`config.mk`:
```
export PLATFORM = sky130hd
export DESIGN_NAME = watchdog_and_reset_flags
export DESIGN_NICKNAME = d
export VERILOG_FILES = /design/src/shared/wdt_pkg.sv /design/src/hdl/undervoltage_filter.sv /design/src/hdl/wdt_counter.sv /design/src/hdl/watchdog_and_reset_flags.sv
export SDC_FILE = /design/constraint.sdc
export NUM_CORES = 1
export LEC_CHECK = 0
export BUFFER_PORTS_ARGS = -buffer_cell sky130_fd_sc_hd__buf_2
export CORE_ASPECT_RATIO = 1.1
export CORE_MARGIN = 2
export CORE_UTILIZATION = 50
export DETAILED_ROUTE_END_ITERATION = 12
export GPL_TIMING_DRIVEN = 0
export PLACE_DENSITY = 0.68
export SLEW_MARGIN = 0
export SYNTH_ARGS = -nofsm -noshare
export SYNTH_HDL_FRONTEND = slang
export SYNTH_SLANG_ARGS = --single-unit
```
`constraint.sdc`:
```
create_clock -name mclk -period 5.8 [get_ports mclk]
set_input_delay 0.87 -clock mclk [delete_from_list [all_inputs] [get_ports mclk]]
set_output_delay 0.87 -clock mclk [all_outputs]
set_load 0.02 [all_outputs]
```
`src/shared/wdt_pkg.sv`:
```
package wdt_pkg;
   // ***************************************************
   // register map
   // ***************************************************
   localparam int ADDR_W = 8;
   localparam logic [7:0] OFF_FLAGS = 8'h00;
   localparam logic [7:0] OFF_WDCTL = 8'h01;
   localparam logic [7:0] OFF_CMPCS = 8'h02;
   localparam int FLAG_SCAN = 4;
   localparam int FLAG_WD = 3;
   localparam int FLAG_UV = 2;
   localparam int FLAG_PIN = 1;
   localparam int FLAG_POR = 0;
   localparam logic [4:0] FLAGS_RESET = 5'h01;
   localparam int WDCTL_CE = 4;
   localparam int WDCTL_EN = 3;
   localparam int PSEL_LSB = 0;
   localparam int PSEL_W = 3;
   localparam logic [2:0] PSEL_RESET = 3'h0;
   localparam int CMPCS_BG = 6;
   // ***************************************************
   // fuse codes
   // ***************************************************
   localparam logic [2:0] UV_OFF = 3'h7;
   localparam logic [2:0] UV_LVL_A = 3'h6;
   localparam logic [2:0] UV_LVL_B = 3'h5;
   localparam logic [2:0] UV_LVL_C = 3'h4;
   localparam logic [2:0] UV_LVL_D = 3'h3;
   localparam logic FUSE_PROG = 1'b0;
   // ***************************************************
   // timing
   // ***************************************************
   localparam int CLK_PERIOD_NS = 25;
   localparam int UV_MIN_PULSE_NS = 2000;
   localparam int UV_MIN_CYCLES = (UV_MIN_PULSE_NS + CLK_PERIOD_NS - 1) / CLK_PERIOD_NS;
   localparam logic [2:0] CE_HOLD = 3'h4;
   localparam int WDT_CNT_W = 22;
   localparam int WDT_BASE_CYCLES = 16384;
   localparam int STRETCH_W = 20;
   // ***************************************************
   // types
   // ***************************************************
   typedef enum logic [1:0] {
      SAFETY0 = 2'b00,
      SAFETY1 = 2'b01,
      SAFETY2 = 2'b10
   } safety_t;
   typedef enum logic [1:0] {
      RST_IDLE = 2'b00,
      RST_HOLD = 2'b01,
      RST_STRETCH = 2'b10
   } rst_state_t;
   typedef struct packed {
      logic [2:0] uv_level;
      logic compat;
      logic always_on;
   } fuses_t;
   typedef struct packed {
      logic pin_reset;
      logic scan_reset;
      logic uv_low;
   } sources_t;
endpackage

```
`src/hdl/undervoltage_filter.sv`:
```
`timescale 1ns/1ps
module undervoltage_filter #(
   parameter int MIN_CYCLES = wdt_pkg::UV_MIN_CYCLES
) (
   // clock and reset
   input wire logic mclk,
   input wire logic rst_n,
   // detector
   input wire logic enable,
   input wire logic uv_low,
   output logic active_reg
);
   localparam int CW = $clog2(MIN_CYCLES + 1);
   localparam logic [CW-1:0] LIMIT = CW'(MIN_CYCLES);
   logic [CW-1:0] cnt_reg;

   // ***************************************************
   // dips no longer than the limit are dropped
   // ***************************************************
   always_ff @(posedge mclk or negedge rst_n) begin
      if (!rst_n) begin
         cnt_reg <= '0;
      end else if (!enable || !uv_low) begin
         cnt_reg <= '0;
      end else if (cnt_reg != LIMIT) begin
         cnt_reg <= cnt_reg + CW'(1);
      end
   end

   // no stretch here: release follows the supply at once
   always_ff @(posedge mclk or negedge rst_n) begin
      if (!rst_n) begin
         active_reg <= 1'b0;
      end else begin
         active_reg <= enable && uv_low && (cnt_reg == LIMIT);
      end
   end
endmodule

```
`src/hdl/wdt_counter.sv`:
```
`timescale 1ns/1ps
module wdt_counter (
   // clock and reset
   input wire logic mclk,
   input wire logic rst_n,
   // oscillator and control
   input wire logic osc_in,
   input wire logic restart,
   input wire logic [wdt_pkg::PSEL_W-1:0] psel,
   output logic expire_reg
);
   localparam int CW = wdt_pkg::WDT_CNT_W;
   logic osc_s1_reg;
   logic osc_s2_reg;
   logic osc_s3_reg;
   logic tick;
   logic [CW-1:0] cnt_reg;
   logic [CW-1:0] limit;

   // ***************************************************
   // oscillator edge detect
   // ***************************************************
   // first stage feeds only the second; edge taken after
   always_ff @(posedge mclk or negedge rst_n) begin
      if (!rst_n) begin
         osc_s1_reg <= 1'b0;
         osc_s2_reg <= 1'b0;
         osc_s3_reg <= 1'b0;
      end else begin
         osc_s1_reg <= osc_in;
         osc_s2_reg <= osc_s1_reg;
         osc_s3_reg <= osc_s2_reg;
      end
   end

   assign tick = osc_s2_reg && !osc_s3_reg;
   assign limit = (CW'(wdt_pkg::WDT_BASE_CYCLES) << psel) - CW'(1);

   // ***************************************************
   // counter
   // ***************************************************
   always_ff @(posedge mclk or negedge rst_n) begin
      if (!rst_n) begin
         cnt_reg <= '0;
         expire_reg <= 1'b0;
      end else if (restart) begin
         cnt_reg <= '0;
         expire_reg <= 1'b0;
      end else if (tick) begin
         if (cnt_reg >= limit) begin
            cnt_reg <= '0;
            expire_reg <= 1'b1;
         end else begin
            cnt_reg <= cnt_reg + CW'(1);
            expire_reg <= 1'b0;
         end
      end else begin
         expire_reg <= 1'b0;
      end
   end
endmodule

```
`src/hdl/watchdog_and_reset_flags.sv`:
```
// The plain strobed port and the address map were left to the implementer.
`timescale 1ns/1ps
module watchdog_and_reset_flags #(
   parameter int STRETCH_CYCLES = 65536
) (
   // clock and reset
   input wire logic mclk,
   input wire logic reset_n,
   // fuses and reset sources
   input wire wdt_pkg::fuses_t fuses,
   input wire wdt_pkg::sources_t sources,
   // watchdog
   input wire logic wdt_osc,
   input wire logic wdt_restart,
   // register port
   input wire logic [wdt_pkg::ADDR_W-1:0] addr,
   input wire logic [7:0] wdata,
   input wire logic wr,
   input wire logic rd,
   output logic [7:0] rdata_reg,
   // outputs to the chip
   output logic core_reset_reg,
   output logic wdt_reset_pulse_reg,
   output logic bandgap_enable_reg
);
   // ***************************************************
   // reset release
   // ***************************************************
   logic rst_s1_reg;
   logic rst_n_sync;

   always_ff @(posedge mclk or negedge reset_n) begin
      if (!reset_n) begin
         rst_s1_reg <= 1'b0;
         rst_n_sync <= 1'b0;
      end else begin
         rst_s1_reg <= 1'b1;
         rst_n_sync <= rst_s1_reg;
      end
   end

   // ***************************************************
   // fuse decode
   // ***************************************************
   wdt_pkg::safety_t level;
   logic uv_enable;

   always_comb begin
      if (fuses.always_on == wdt_pkg::FUSE_PROG) begin
         level = wdt_pkg::SAFETY2;
      end else if (fuses.compat == wdt_pkg::FUSE_PROG) begin
         level = wdt_pkg::SAFETY0;
      end else begin
         level = wdt_pkg::SAFETY1;
      end
   end

   // reserved codes are treated as off
   always_comb begin
      unique case (fuses.uv_level)
         wdt_pkg::UV_LVL_A, wdt_pkg::UV_LVL_B,
         wdt_pkg::UV_LVL_C, wdt_pkg::UV_LVL_D: uv_enable = 1'b1;
         default: uv_enable = 1'b0;
      endcase
   end

   // ***************************************************
   // undervoltage qualify
   // ***************************************************
   logic uv_active;

   undervoltage_filter u_uv (
      .mclk(mclk),
      .rst_n(rst_n_sync),
      .enable(uv_enable),
      .uv_low(sources.uv_low),
      .active_reg(uv_active)
   );

   // ***************************************************
   // register writes
   // ***************************************************
   logic wr_flags;
   logic wr_wdctl;
   logic wr_cmpcs;
   logic ce_req;
   logic en_reg;
   logic ce_reg;
   logic [2:0] ce_cnt_reg;
   logic [wdt_pkg::PSEL_W-1:0] psel_reg;
   logic bg_sel_reg;

   assign wr_flags = wr && (addr == wdt_pkg::OFF_FLAGS);
   assign wr_wdctl = wr && (addr == wdt_pkg::OFF_WDCTL);
   assign wr_cmpcs = wr && (addr == wdt_pkg::OFF_CMPCS);
   assign ce_req = wr_wdctl && wdata[wdt_pkg::WDCTL_CE] && wdata[wdt_pkg::WDCTL_EN];

   // change-enable window; a fresh request restarts it
   always_ff @(posedge mclk or negedge rst_n_sync) begin
      if (!rst_n_sync) begin
         ce_reg <= 1'b0;
         ce_cnt_reg <= 3'h0;
      end else if (core_reset_reg) begin
         ce_reg <= 1'b0;
         ce_cnt_reg <= 3'h0;
      end else if (ce_req) begin
         ce_reg <= 1'b1;
         ce_cnt_reg <= wdt_pkg::CE_HOLD;
      end else if (ce_reg) begin
         ce_cnt_reg <= ce_cnt_reg - 3'h1;
         ce_reg <= (ce_cnt_reg != 3'h1);
      end
   end

   // enable returns to the fuse default on every chip reset
   always_ff @(posedge mclk or negedge rst_n_sync) begin
      if (!rst_n_sync) begin
         en_reg <= 1'b0;
      end else if (level == wdt_pkg::SAFETY2) begin
         en_reg <= 1'b1;
      end else if (core_reset_reg) begin
         en_reg <= 1'b0;
      end else if (wr_wdctl && wdata[wdt_pkg::WDCTL_EN]) begin
         en_reg <= 1'b1;
      end else if (wr_wdctl && ce_reg) begin
         en_reg <= 1'b0;
      end
   end

   always_ff @(posedge mclk or negedge rst_n_sync) begin
      if (!rst_n_sync) begin
         psel_reg <= wdt_pkg::PSEL_RESET;
      end else if (core_reset_reg) begin
         psel_reg <= wdt_pkg::PSEL_RESET;
      end else if (wr_wdctl && (level == wdt_pkg::SAFETY0 || ce_reg)) begin
         psel_reg <= wdata[wdt_pkg::PSEL_LSB +: wdt_pkg::PSEL_W];
      end
   end

   always_ff @(posedge mclk or negedge rst_n_sync) begin
      if (!rst_n_sync) begin
         bg_sel_reg <= 1'b0;
      end else if (core_reset_reg) begin
         bg_sel_reg <= 1'b0;
      end else if (wr_cmpcs) begin
         bg_sel_reg <= wdata[wdt_pkg::CMPCS_BG];
      end
   end

   // reference stays on while either user needs it; start-up wait is software's
   always_ff @(posedge mclk or negedge rst_n_sync) begin
      if (!rst_n_sync) begin
         bandgap_enable_reg <= 1'b0;
      end else begin
         bandgap_enable_reg <= uv_enable || bg_sel_reg;
      end
   end

   // ***************************************************
   // watchdog
   // ***************************************************
   logic wdt_expire;

   wdt_counter u_wdt (
      .mclk(mclk),
      .rst_n(rst_n_sync),
      .osc_in(wdt_osc),
      .restart(wdt_restart || !en_reg || core_reset_reg),
      .psel(psel_reg),
      .expire_reg(wdt_expire)
   );

   always_ff @(posedge mclk or negedge rst_n_sync) begin
      if (!rst_n_sync) begin
         wdt_reset_pulse_reg <= 1'b0;
      end else begin
         wdt_reset_pulse_reg <= wdt_expire && en_reg;
      end
   end

   // ***************************************************
   // reset sequencing
   // ***************************************************
   localparam int SW = wdt_pkg::STRETCH_W;
   wdt_pkg::rst_state_t state_reg;
   wdt_pkg::rst_state_t state_next;
   logic [SW-1:0] stretch_reg;
   logic any_source;

   assign any_source = sources.pin_reset || sources.scan_reset || uv_active
      || wdt_reset_pulse_reg;

   always_comb begin
      state_next = state_reg;
      unique case (state_reg)
         wdt_pkg::RST_IDLE: begin
            if (any_source) begin
               state_next = wdt_pkg::RST_HOLD;
            end
         end
         wdt_pkg::RST_HOLD: begin
            if (!any_source) begin
               state_next = wdt_pkg::RST_STRETCH;
            end
         end
         wdt_pkg::RST_STRETCH: begin
            if (any_source) begin
               state_next = wdt_pkg::RST_HOLD;
            end else if (stretch_reg == '0) begin
               state_next = wdt_pkg::RST_IDLE;
            end
         end
         default: state_next = wdt_pkg::RST_HOLD;
      endcase
   end

   // power-up begins with a full stretch
   always_ff @(posedge mclk or negedge rst_n_sync) begin
      if (!rst_n_sync) begin
         state_reg <= wdt_pkg::RST_STRETCH;
         stretch_reg <= SW'(STRETCH_CYCLES - 1);
      end else begin
         state_reg <= state_next;
         if (state_next != wdt_pkg::RST_STRETCH) begin
            stretch_reg <= SW'(STRETCH_CYCLES - 1);
         end else if (state_reg == wdt_pkg::RST_STRETCH) begin
            stretch_reg <= stretch_reg - SW'(1);
         end
      end
   end

   always_ff @(posedge mclk or negedge rst_n_sync) begin
      if (!rst_n_sync) begin
         core_reset_reg <= 1'b1;
      end else begin
         core_reset_reg <= (state_next != wdt_pkg::RST_IDLE);
      end
   end

   // ***************************************************
   // reset source flags
   // ***************************************************
   // a set in the same cycle as a clearing write wins
   logic [4:0] flags_reg;
   logic [4:0] flag_set;
   logic [4:0] flag_keep;

   always_comb begin
      flag_set = 5'h00;
      flag_set[wdt_pkg::FLAG_SCAN] = sources.scan_reset;
      flag_set[wdt_pkg::FLAG_WD] = wdt_reset_pulse_reg;
      flag_set[wdt_pkg::FLAG_UV] = uv_active;
      flag_set[wdt_pkg::FLAG_PIN] = sources.pin_reset;
      flag_keep = wr_flags ? wdata[4:0] : 5'h1f;
   end

   always_ff @(posedge mclk or negedge rst_n_sync) begin
      if (!rst_n_sync) begin
         flags_reg <= wdt_pkg::FLAGS_RESET;
      end else begin
         flags_reg <= (flags_reg & flag_keep) | flag_set;
      end
   end

   // ***************************************************
   // read port
   // ***************************************************
   logic [7:0] rd_mux;

   always_comb begin
      rd_mux = 8'h00;
      if (addr == wdt_pkg::OFF_FLAGS) begin
         rd_mux[4:0] = flags_reg;
      end else if (addr == wdt_pkg::OFF_WDCTL) begin
         rd_mux[wdt_pkg::WDCTL_CE] = ce_reg;
         rd_mux[wdt_pkg::WDCTL_EN] = en_reg;
         rd_mux[wdt_pkg::PSEL_LSB +: wdt_pkg::PSEL_W] = psel_reg;
      end else if (addr == wdt_pkg::OFF_CMPCS) begin
         rd_mux[wdt_pkg::CMPCS_BG] = bg_sel_reg;
      end
   end

   // data only in the cycle after the strobe
   always_ff @(posedge mclk or negedge rst_n_sync) begin
      if (!rst_n_sync) begin
         rdata_reg <= 8'h00;
      end else begin
         rdata_reg <= rd ? rd_mux : 8'h00;
      end
   end
endmodule

```
# Yosys cells after proc, flatten, opt, wreduce, memory -nomap -nowiden
# Cells that the tools add are included.
dict set report totals {
  reg_bits 82
  latch_bits 0
  ramBits 0
  rom_bits 0
  in_bits 30
  out_inout_bits 11
  word_cells 119
  n_memories 0
}
dict set report op_classes {
  addsub 5
  multipliers 0
  div 0
  n_lt_le_gt_ge 1
  n_eq_ne 13
  shifts 1
  muxes 39
  bitwise 2
  reduce_logical 37
}
# cell n
set op_table {}
lappend op_table {{2-to-1 mux 22 bit} 3}
lappend op_table {{2-to-1 mux 20 bit} 2}
lappend op_table {{adder 22 x 1 -> 22 bit, second input constant} 1}
lappend op_table {{>= comparator 22 bit} 1}
lappend op_table {{left shift 15 x 3 -> 22 bit, first input constant} 1}
lappend op_table {{subtractor 22 x 2 -> 22 bit, second input constant} 1}
lappend op_table {{2-to-1 mux 7 bit} 3}
lappend op_table {{logical NOT 20 bit} 1}
lappend op_table {{subtractor 20 x 1 -> 20 bit, second input constant} 1}
lappend op_table {{2-to-1 mux 1 bit} 17}
lappend op_table {{2-to-1 mux 3 bit} 5}
lappend op_table {{2-to-1 mux 5 bit} 3}
lappend op_table {{logical AND 1 bit} 12}
lappend op_table {{nonzero test 2 bit} 6}
lappend op_table {{2-to-1 mux 2 bit} 5}
lappend op_table {{== test 3 bit, second input constant} 3}
lappend op_table {{== test 8 x 1 -> 1 bit, second input constant} 1}
lappend op_table {{== test 8 x 2 -> 1 bit, second input constant} 1}
lappend op_table {{logical NOT 8 bit} 1}
lappend op_table {{logical OR 1 bit} 8}
lappend op_table {{adder 7 x 1 -> 7 bit, second input constant} 1}
lappend op_table {{== test 7 bit, second input constant} 1}
lappend op_table {{!= test 7 bit, second input constant} 1}
lappend op_table {{one-hot mux 2 bit (3 select lines)} 1}
lappend op_table {{13 further kinds} 18}

# Longest topological paths before layout
dict set report depth {
  ltp_word 7
  depth_mapped 9
}

# By module
# Synthesis repeated with hierarchy kept, for this count alone.
dict set report unflattened {
  hier_cells 438
  area_unflattened_um2 4346.7
}
# mod n_inst cells_per_inst area_each_um2 seq_area_each_um2
set modules_own_cells {}
lappend modules_own_cells {watchdog_and_reset_flags 1 220 2312.2 1199.9}
lappend modules_own_cells {wdt_counter 1 176 1632.8 650.6}
lappend modules_own_cells {undervoltage_filter 1 42 401.6 200.2}

# Worst setup path after synthesis
# Ideal clock, no wire load.
dict set report synth_path {
  kind {input to register}
  startpoint {input addr[3] (netlist name)}
  endpoint {register psel_reg[0] (netlist name)}
  setup_time_ps 123
  arrival_time_ps 2298
  path_slack_ps 3379
  cell_stages 5
  path_buffers 0
  path_cell_list {or4_4 -> nor4_4 -> o211a_2 -> mux2i_1 -> nor2_1}
}
dict set report synth_via {
  elab_chain_cells 4
}
# item line_no
set synth_lines {}
lappend synth_lines {{from (decl)} watchdog_and_reset_flags.sv:16} ;# input wire logic [wdt_pkg::ADDR_W-1:0] addr,
lappend synth_lines {{== test 8 x 1 -> 1 bit} watchdog_and_reset_flags.sv:94} ;# assign wr_wdctl = wr && (addr == wdt_pkg::OFF_WDCTL);
lappend synth_lines {{logical AND 1 bit} watchdog_and_reset_flags.sv:94}
lappend synth_lines {{logical AND 1 bit} watchdog_and_reset_flags.sv:135} ;# end else if (wr_wdctl && (level == wdt_pkg::SAFETY0 || ce_reg)) begin
lappend synth_lines {{nonzero test 2 bit (no line)} n/a}
lappend synth_lines {{to (signal assigned)} watchdog_and_reset_flags.sv:132} ;# psel_reg <= wdt_pkg::PSEL_RESET;
lappend synth_lines {{to (signal assigned)} watchdog_and_reset_flags.sv:134} ;# psel_reg <= wdt_pkg::PSEL_RESET;
lappend synth_lines {{to (signal assigned)} watchdog_and_reset_flags.sv:136} ;# psel_reg <= wdata[wdt_pkg::PSEL_LSB +: wdt_pkg::PSEL_W];
lappend synth_lines {{to (decl)} watchdog_and_reset_flags.sv:90} ;# logic [wdt_pkg::PSEL_W-1:0] psel_reg;
# Every way passes these cells.
# A chain may end at the register's enable or synchronous reset.

# Worst setup path in the final report
dict set report layout_path {
  startpoint {register psel_reg[1] (netlist name)}
  endpoint {register u_wdt.cnt_reg[15]}
}
dict set report layout_via {
  elab_chain_cells 6
}
# item line_no
set layout_lines {}
lappend layout_lines {{left shift 15 x 3 -> 22 bit} wdt_counter.sv:37} ;# assign limit = (CW'(wdt_pkg::WDT_BASE_CYCLES) << psel) - CW'(1);
lappend layout_lines {{subtractor 22 x 2 -> 22 bit} wdt_counter.sv:37}
lappend layout_lines {{>= comparator 22 bit} wdt_counter.sv:50} ;# if (cnt_reg >= limit) begin
lappend layout_lines {{2-to-1 mux 22 bit} wdt_counter.sv:50}
lappend layout_lines {{2-to-1 mux 22 bit} wdt_counter.sv:49} ;# end else if (tick) begin
lappend layout_lines {{2-to-1 mux 22 bit} wdt_counter.sv:46} ;# end else if (restart) begin
lappend layout_lines {{to (signal assigned)} wdt_counter.sv:54} ;# cnt_reg <= cnt_reg + CW'(1);
lappend layout_lines {{to (decl)} wdt_counter.sv:17} ;# logic [CW-1:0] cnt_reg;
# Every way passes these cells. The select of a mux whose other input is x is not followed.

==> flow_metrics.py <==
metrics = {
    "yosys": {
        "synth-warning-count": 0,
        "avgSynthCellArea_um2": 9.960,
        "syn_inst": 431,
        "synth-edff-count": 0,
        "yosys.cell_types.count": 58,
        "synth_area_um2": 4293,
        "async_flop_share_pct": 100.0,
        "ys_seq_area_share_pct": 47.77,
        "synth_seq_cells": 81,
        "synthFlopType": "dfrtp_1",
    },
    "timing": {
        "rsz0062_at_grt": "false",
        "fin_crit_ns": 2.774,
        "worstMarginPinSlew_ns": 0.7910,
        "maxSlewHeadroom_pct": 46.78,
        "slew_violations": 0,
        "finalHoldViolCount": 0,
        "setup_tns_ns": 0,
        "setup_viol_count_final": 0,
        "fmax_mhz": 360.4,
        "fin_crit_sh_pct": 47.84,
        "worst_clock_skew_ns": 0.01926,
    },
    "run_status": {
        "status": "completed",
    },
    "critical_path": {
        "worstPathMaxFanout": 10,
        "max_stage_delay_ns": 0.40,
        "crit_slowest_cell": "a21oi_1",
        "r2r_end": "u_wdt.cnt_reg[15]$_DFFE_PN0P_",
        "reg2reg_depth": 9,
        "cpMostUsedCell": "a21oi_1",
        "critical_path_class": "register to register",
        "r2r_slack_ns": 3.03,
        "crit_required_ns": 6.07,
        "crit_family": "compound AO/OA/AOI/OAI gates",
        "cp_data_arrival_time_ns": 3.04,
        "startpoint_type": "register",
        "critPathCaptureType": "register",
        "crit_path_cell_trace": "clkbuf_1 -> a21oi_1 -> ha_1 -> and3_1 -> a221o_1 -> a21oi_1 -> buf_2 -> a41oi_1 -> o22ai_1",
        "r2r-start": "psel_reg[1]$_DFFE_PN0P_",
        "crit_buf_inv": 2,
    },
    "grt": {
        "antenna_found_initial": 0,
        "gr-total-overflow": 0,
        "grt_max_degree": 68,
        "grt_pass1_wl_um": 14950,
        "grt.total_usage_pct": 20.00,
        "grt_pass1_vias": 3208,
    },
    "job": {
        "max_cap_viol_count": 0,
    },
    "cts": {
        "cts.sinks": 81,
        "cts_buffers": 9,
        "cts_resized": 0,
        "cts_tree": "built",
        "cts.path.max_buffers": 2,
        "insertion_delay_ns": 0.36,
        "cts-root-buf": "clkbuf_8",
        "cts-htree-levels": 3,
        "cts_hold_buf": 0,
        "cts_setup_buffers": 0,
        "clk_pin_slew_worst_paths_ns": 0.09,
    },
    "routing": {
        "vias": 3350,
        "first_pass_iters": 5,
        "wl_um": 8830,
        "drc": 0,
        "wl_per_cell_um": 14.79,
        "drtIter0Drc": 192,
        "ant_nets": 0,
        "drt-vias-per-instance": 5.611,
    },
    "power_and_ir_drop": {
        "p_per_area_nw_per_um2": 230.6,
        "p_leak_nw": 2.008,
        "ir_worst_vdd_v": 0.0001541,
        "swShare_pct": 22.17,
        "clkPwrFrac_pct": 44.6,
        "power_frac_seq_pct": 51.1,
        "p_int_mw": 0.8783,
        "power_frac_comb_pct": 4.3,
        "p_sw_mw": 0.2502,
    },
    "min_path": {
        "hold_path_class": "register to asynchronous set/reset pin",
    },
    "die": {
        "row_count": 35,
        "die-height_um": 101.2,
        "io_pins": 41,
        "die_w_um": 92.35,
        "floorplan.initialDensity_pct": 51.32,
        "die_area_um2": 9343,
        "core_area_um2": 8364,
    },
    "cells_and_area": {
        "layout-drive-gt1-share_pct": 19.75,
        "finalNetCount": 526,
        "filler_cell_count": 754,
        "multi_input_area_um2": 2074,
        "largest_reg_flops": 22,
        "seq_area_um2": 2054,
        "antenna-diode-count": 0,
        "area_delta_synth_final_pct": 13.99,
        "utilization_pct": 58.50,
    },
    "place": {
        "place.gp.congestion": 0.8171,
        "portBuffers": 36,
        "hpwl_um": 6235,
    },
}
how the worst max path moves through the flow:
| stage | depth (start not counted) | slack, ns | endpoint | startpoint |
|---|---|---|---|---|
| after detailed placement | 7 | 2.99 | u_wdt.cnt_reg[8]$_DFFE_PN0P_ | wdt_restart |
| final | 9 | 3.03 | u_wdt.cnt_reg[15]$_DFFE_PN0P_ | psel_reg[1]$_DFFE_PN0P_ |
| after floorplan | 5 | 3.38 | psel_reg[0]$_DFFE_PN0P_ | addr[3] |
| after CTS | 9 | 3.00 | u_wdt.cnt_reg[12]$_DFFE_PN0P_ | psel_reg[1]$_DFFE_PN0P_ |
| after global routing | 9 | 2.77 | u_wdt.cnt_reg[16]$_DFFE_PN0P_ | psel_reg[1]$_DFFE_PN0P_ |
| after global placement | 0 | 2.42 | flags_reg[1]$_DFF_PN0_ | rst_n_sync$_DFF_PN0_ |
worst register-to-register path: cells and delay by family (launching register included):
kind            cells  cell delay (ns)
buf+inv             2             0.60
fa+ha+maj           1             0.30
compound gates      5             1.23
simple gates        1             0.23
flops               1             0.33
area by class of cell:
| cell class | instances | share of cell area (%) |
|---|---|---|
| plain buffers | 19 | 1.815 |
| clock buffers | 10 | 2.608 |
| clock inverters | 6 | 2.352 |
| inverters | 23 | 1.764 |
| multi-input cells | 310 | 42.39 |
| flip-flops and latches | 81 | 41.98 |
| well taps | 111 | 2.838 |
| repair buffers | 37 | 4.244 |
cell usage in the layout, fill, tap and decap left out, types with 4 or more instances in the layout:
master	count
a21oi_1	12
a22oi_1	5
a31oi_1	8
a41oi_1	9
and2_1	9
and3_1	13
buf_2	44
clkbuf_1	9
clkbuf_8	9
conb_1	4
dfrtp_1	61
dfstp_2	19
ha_1	15
inv_1	23
mux2i_1	7
nand2_1	45
nand2b_1	8
nand3_1	20
nand4_1	16
nor2_1	28
nor2b_1	6
nor3_1	8
nor4_1	7
o21ai_0	9
o21ai_1	5
o22ai_1	5
xnor2_1	13
xor2_1	18
cells by family (layout without fill, tap and decap cells):
family	after synthesis	in the layout	share of synthesized area, %
buffers and inverters	42	95	4.080
flip-flops	81	81	47.77
adder cells (fa/ha/maj)	15	15	4.372
AO/OA/AOI/OAI	67	67	10.78
other	2	4	0.1749
AND/OR/NAND/NOR	185	185	24.60
multiplexers	8	8	1.895
XOR/XNOR	31	31	6.325
power by group through the flow:
stage / Sequential (mW) / Combinational, mW / Clock (mW)
floorplan: 0.593 / 0.0195 / 0
global placement: 0.596 / 0.0371 / 0
detailed placement: 0.588 / 0.0495 / 0
CTS: 0.577 / 0.0496 / 0.511
global route: 0.578 / 0.0553 / 0.541
finish: 0.577 / 0.0487 / 0.503
metrics by stage:
stage / setup slack, ns / total power [mW] / hold WS [ns] / cells / cell area (µm²)
finish: 3.026 / 1.128 / 0.1810 / 597 / 4893
detailed placement: 2.990 / 0.6373 / 0.1868 / 581 / 4651
floorplan: 3.379 / 0.6125 / 0.3312 / 433 / 4300
global route: 2.770 / 1.175 / 0.2017 / 597 / 4893
CTS: 2.998 / 1.138 / 0.1885 / 597 / 4893
global placement: 2.416 / 0.6329 / 0.3352 / 580 / 4619
metal layers:
layer	track usage (%)	wire length (µm)	vias up
met5	0	0	-
met4	6.200	106	0
met3	4.539	347	11
met2	32.34	4253	67
met1	27.11	4121	1630
li1	-	-	1642
synthesized netlist by cell type, types with 8 or more instances:
master | count | area share [%]
buf_2 | 8 | 0.93
dfrtp_1 | 62 | 36
nand3_1 | 20 | 2.3
nor3_1 | 8 | 0.93
inv_1 | 23 | 2.0
a31oi_1 | 8 | 1.2
xnor2_1 | 13 | 2.7
o21ai_0 | 9 | 1.0
and3_1 | 13 | 1.9
and2_1 | 9 | 1.3
a41oi_1 | 9 | 1.8
nand2b_1 | 8 | 1.2
xor2_1 | 18 | 3.7
dfstp_2 | 19 | 12
nand4_1 | 16 | 2.3
a21oi_1 | 12 | 1.4
clkbuf_1 | 8 | 0.70
ha_1 | 15 | 4.4
nand2_1 | 45 | 3.9
nor2_1 | 28 | 2.4
Power figures use the tool's default switching activity.
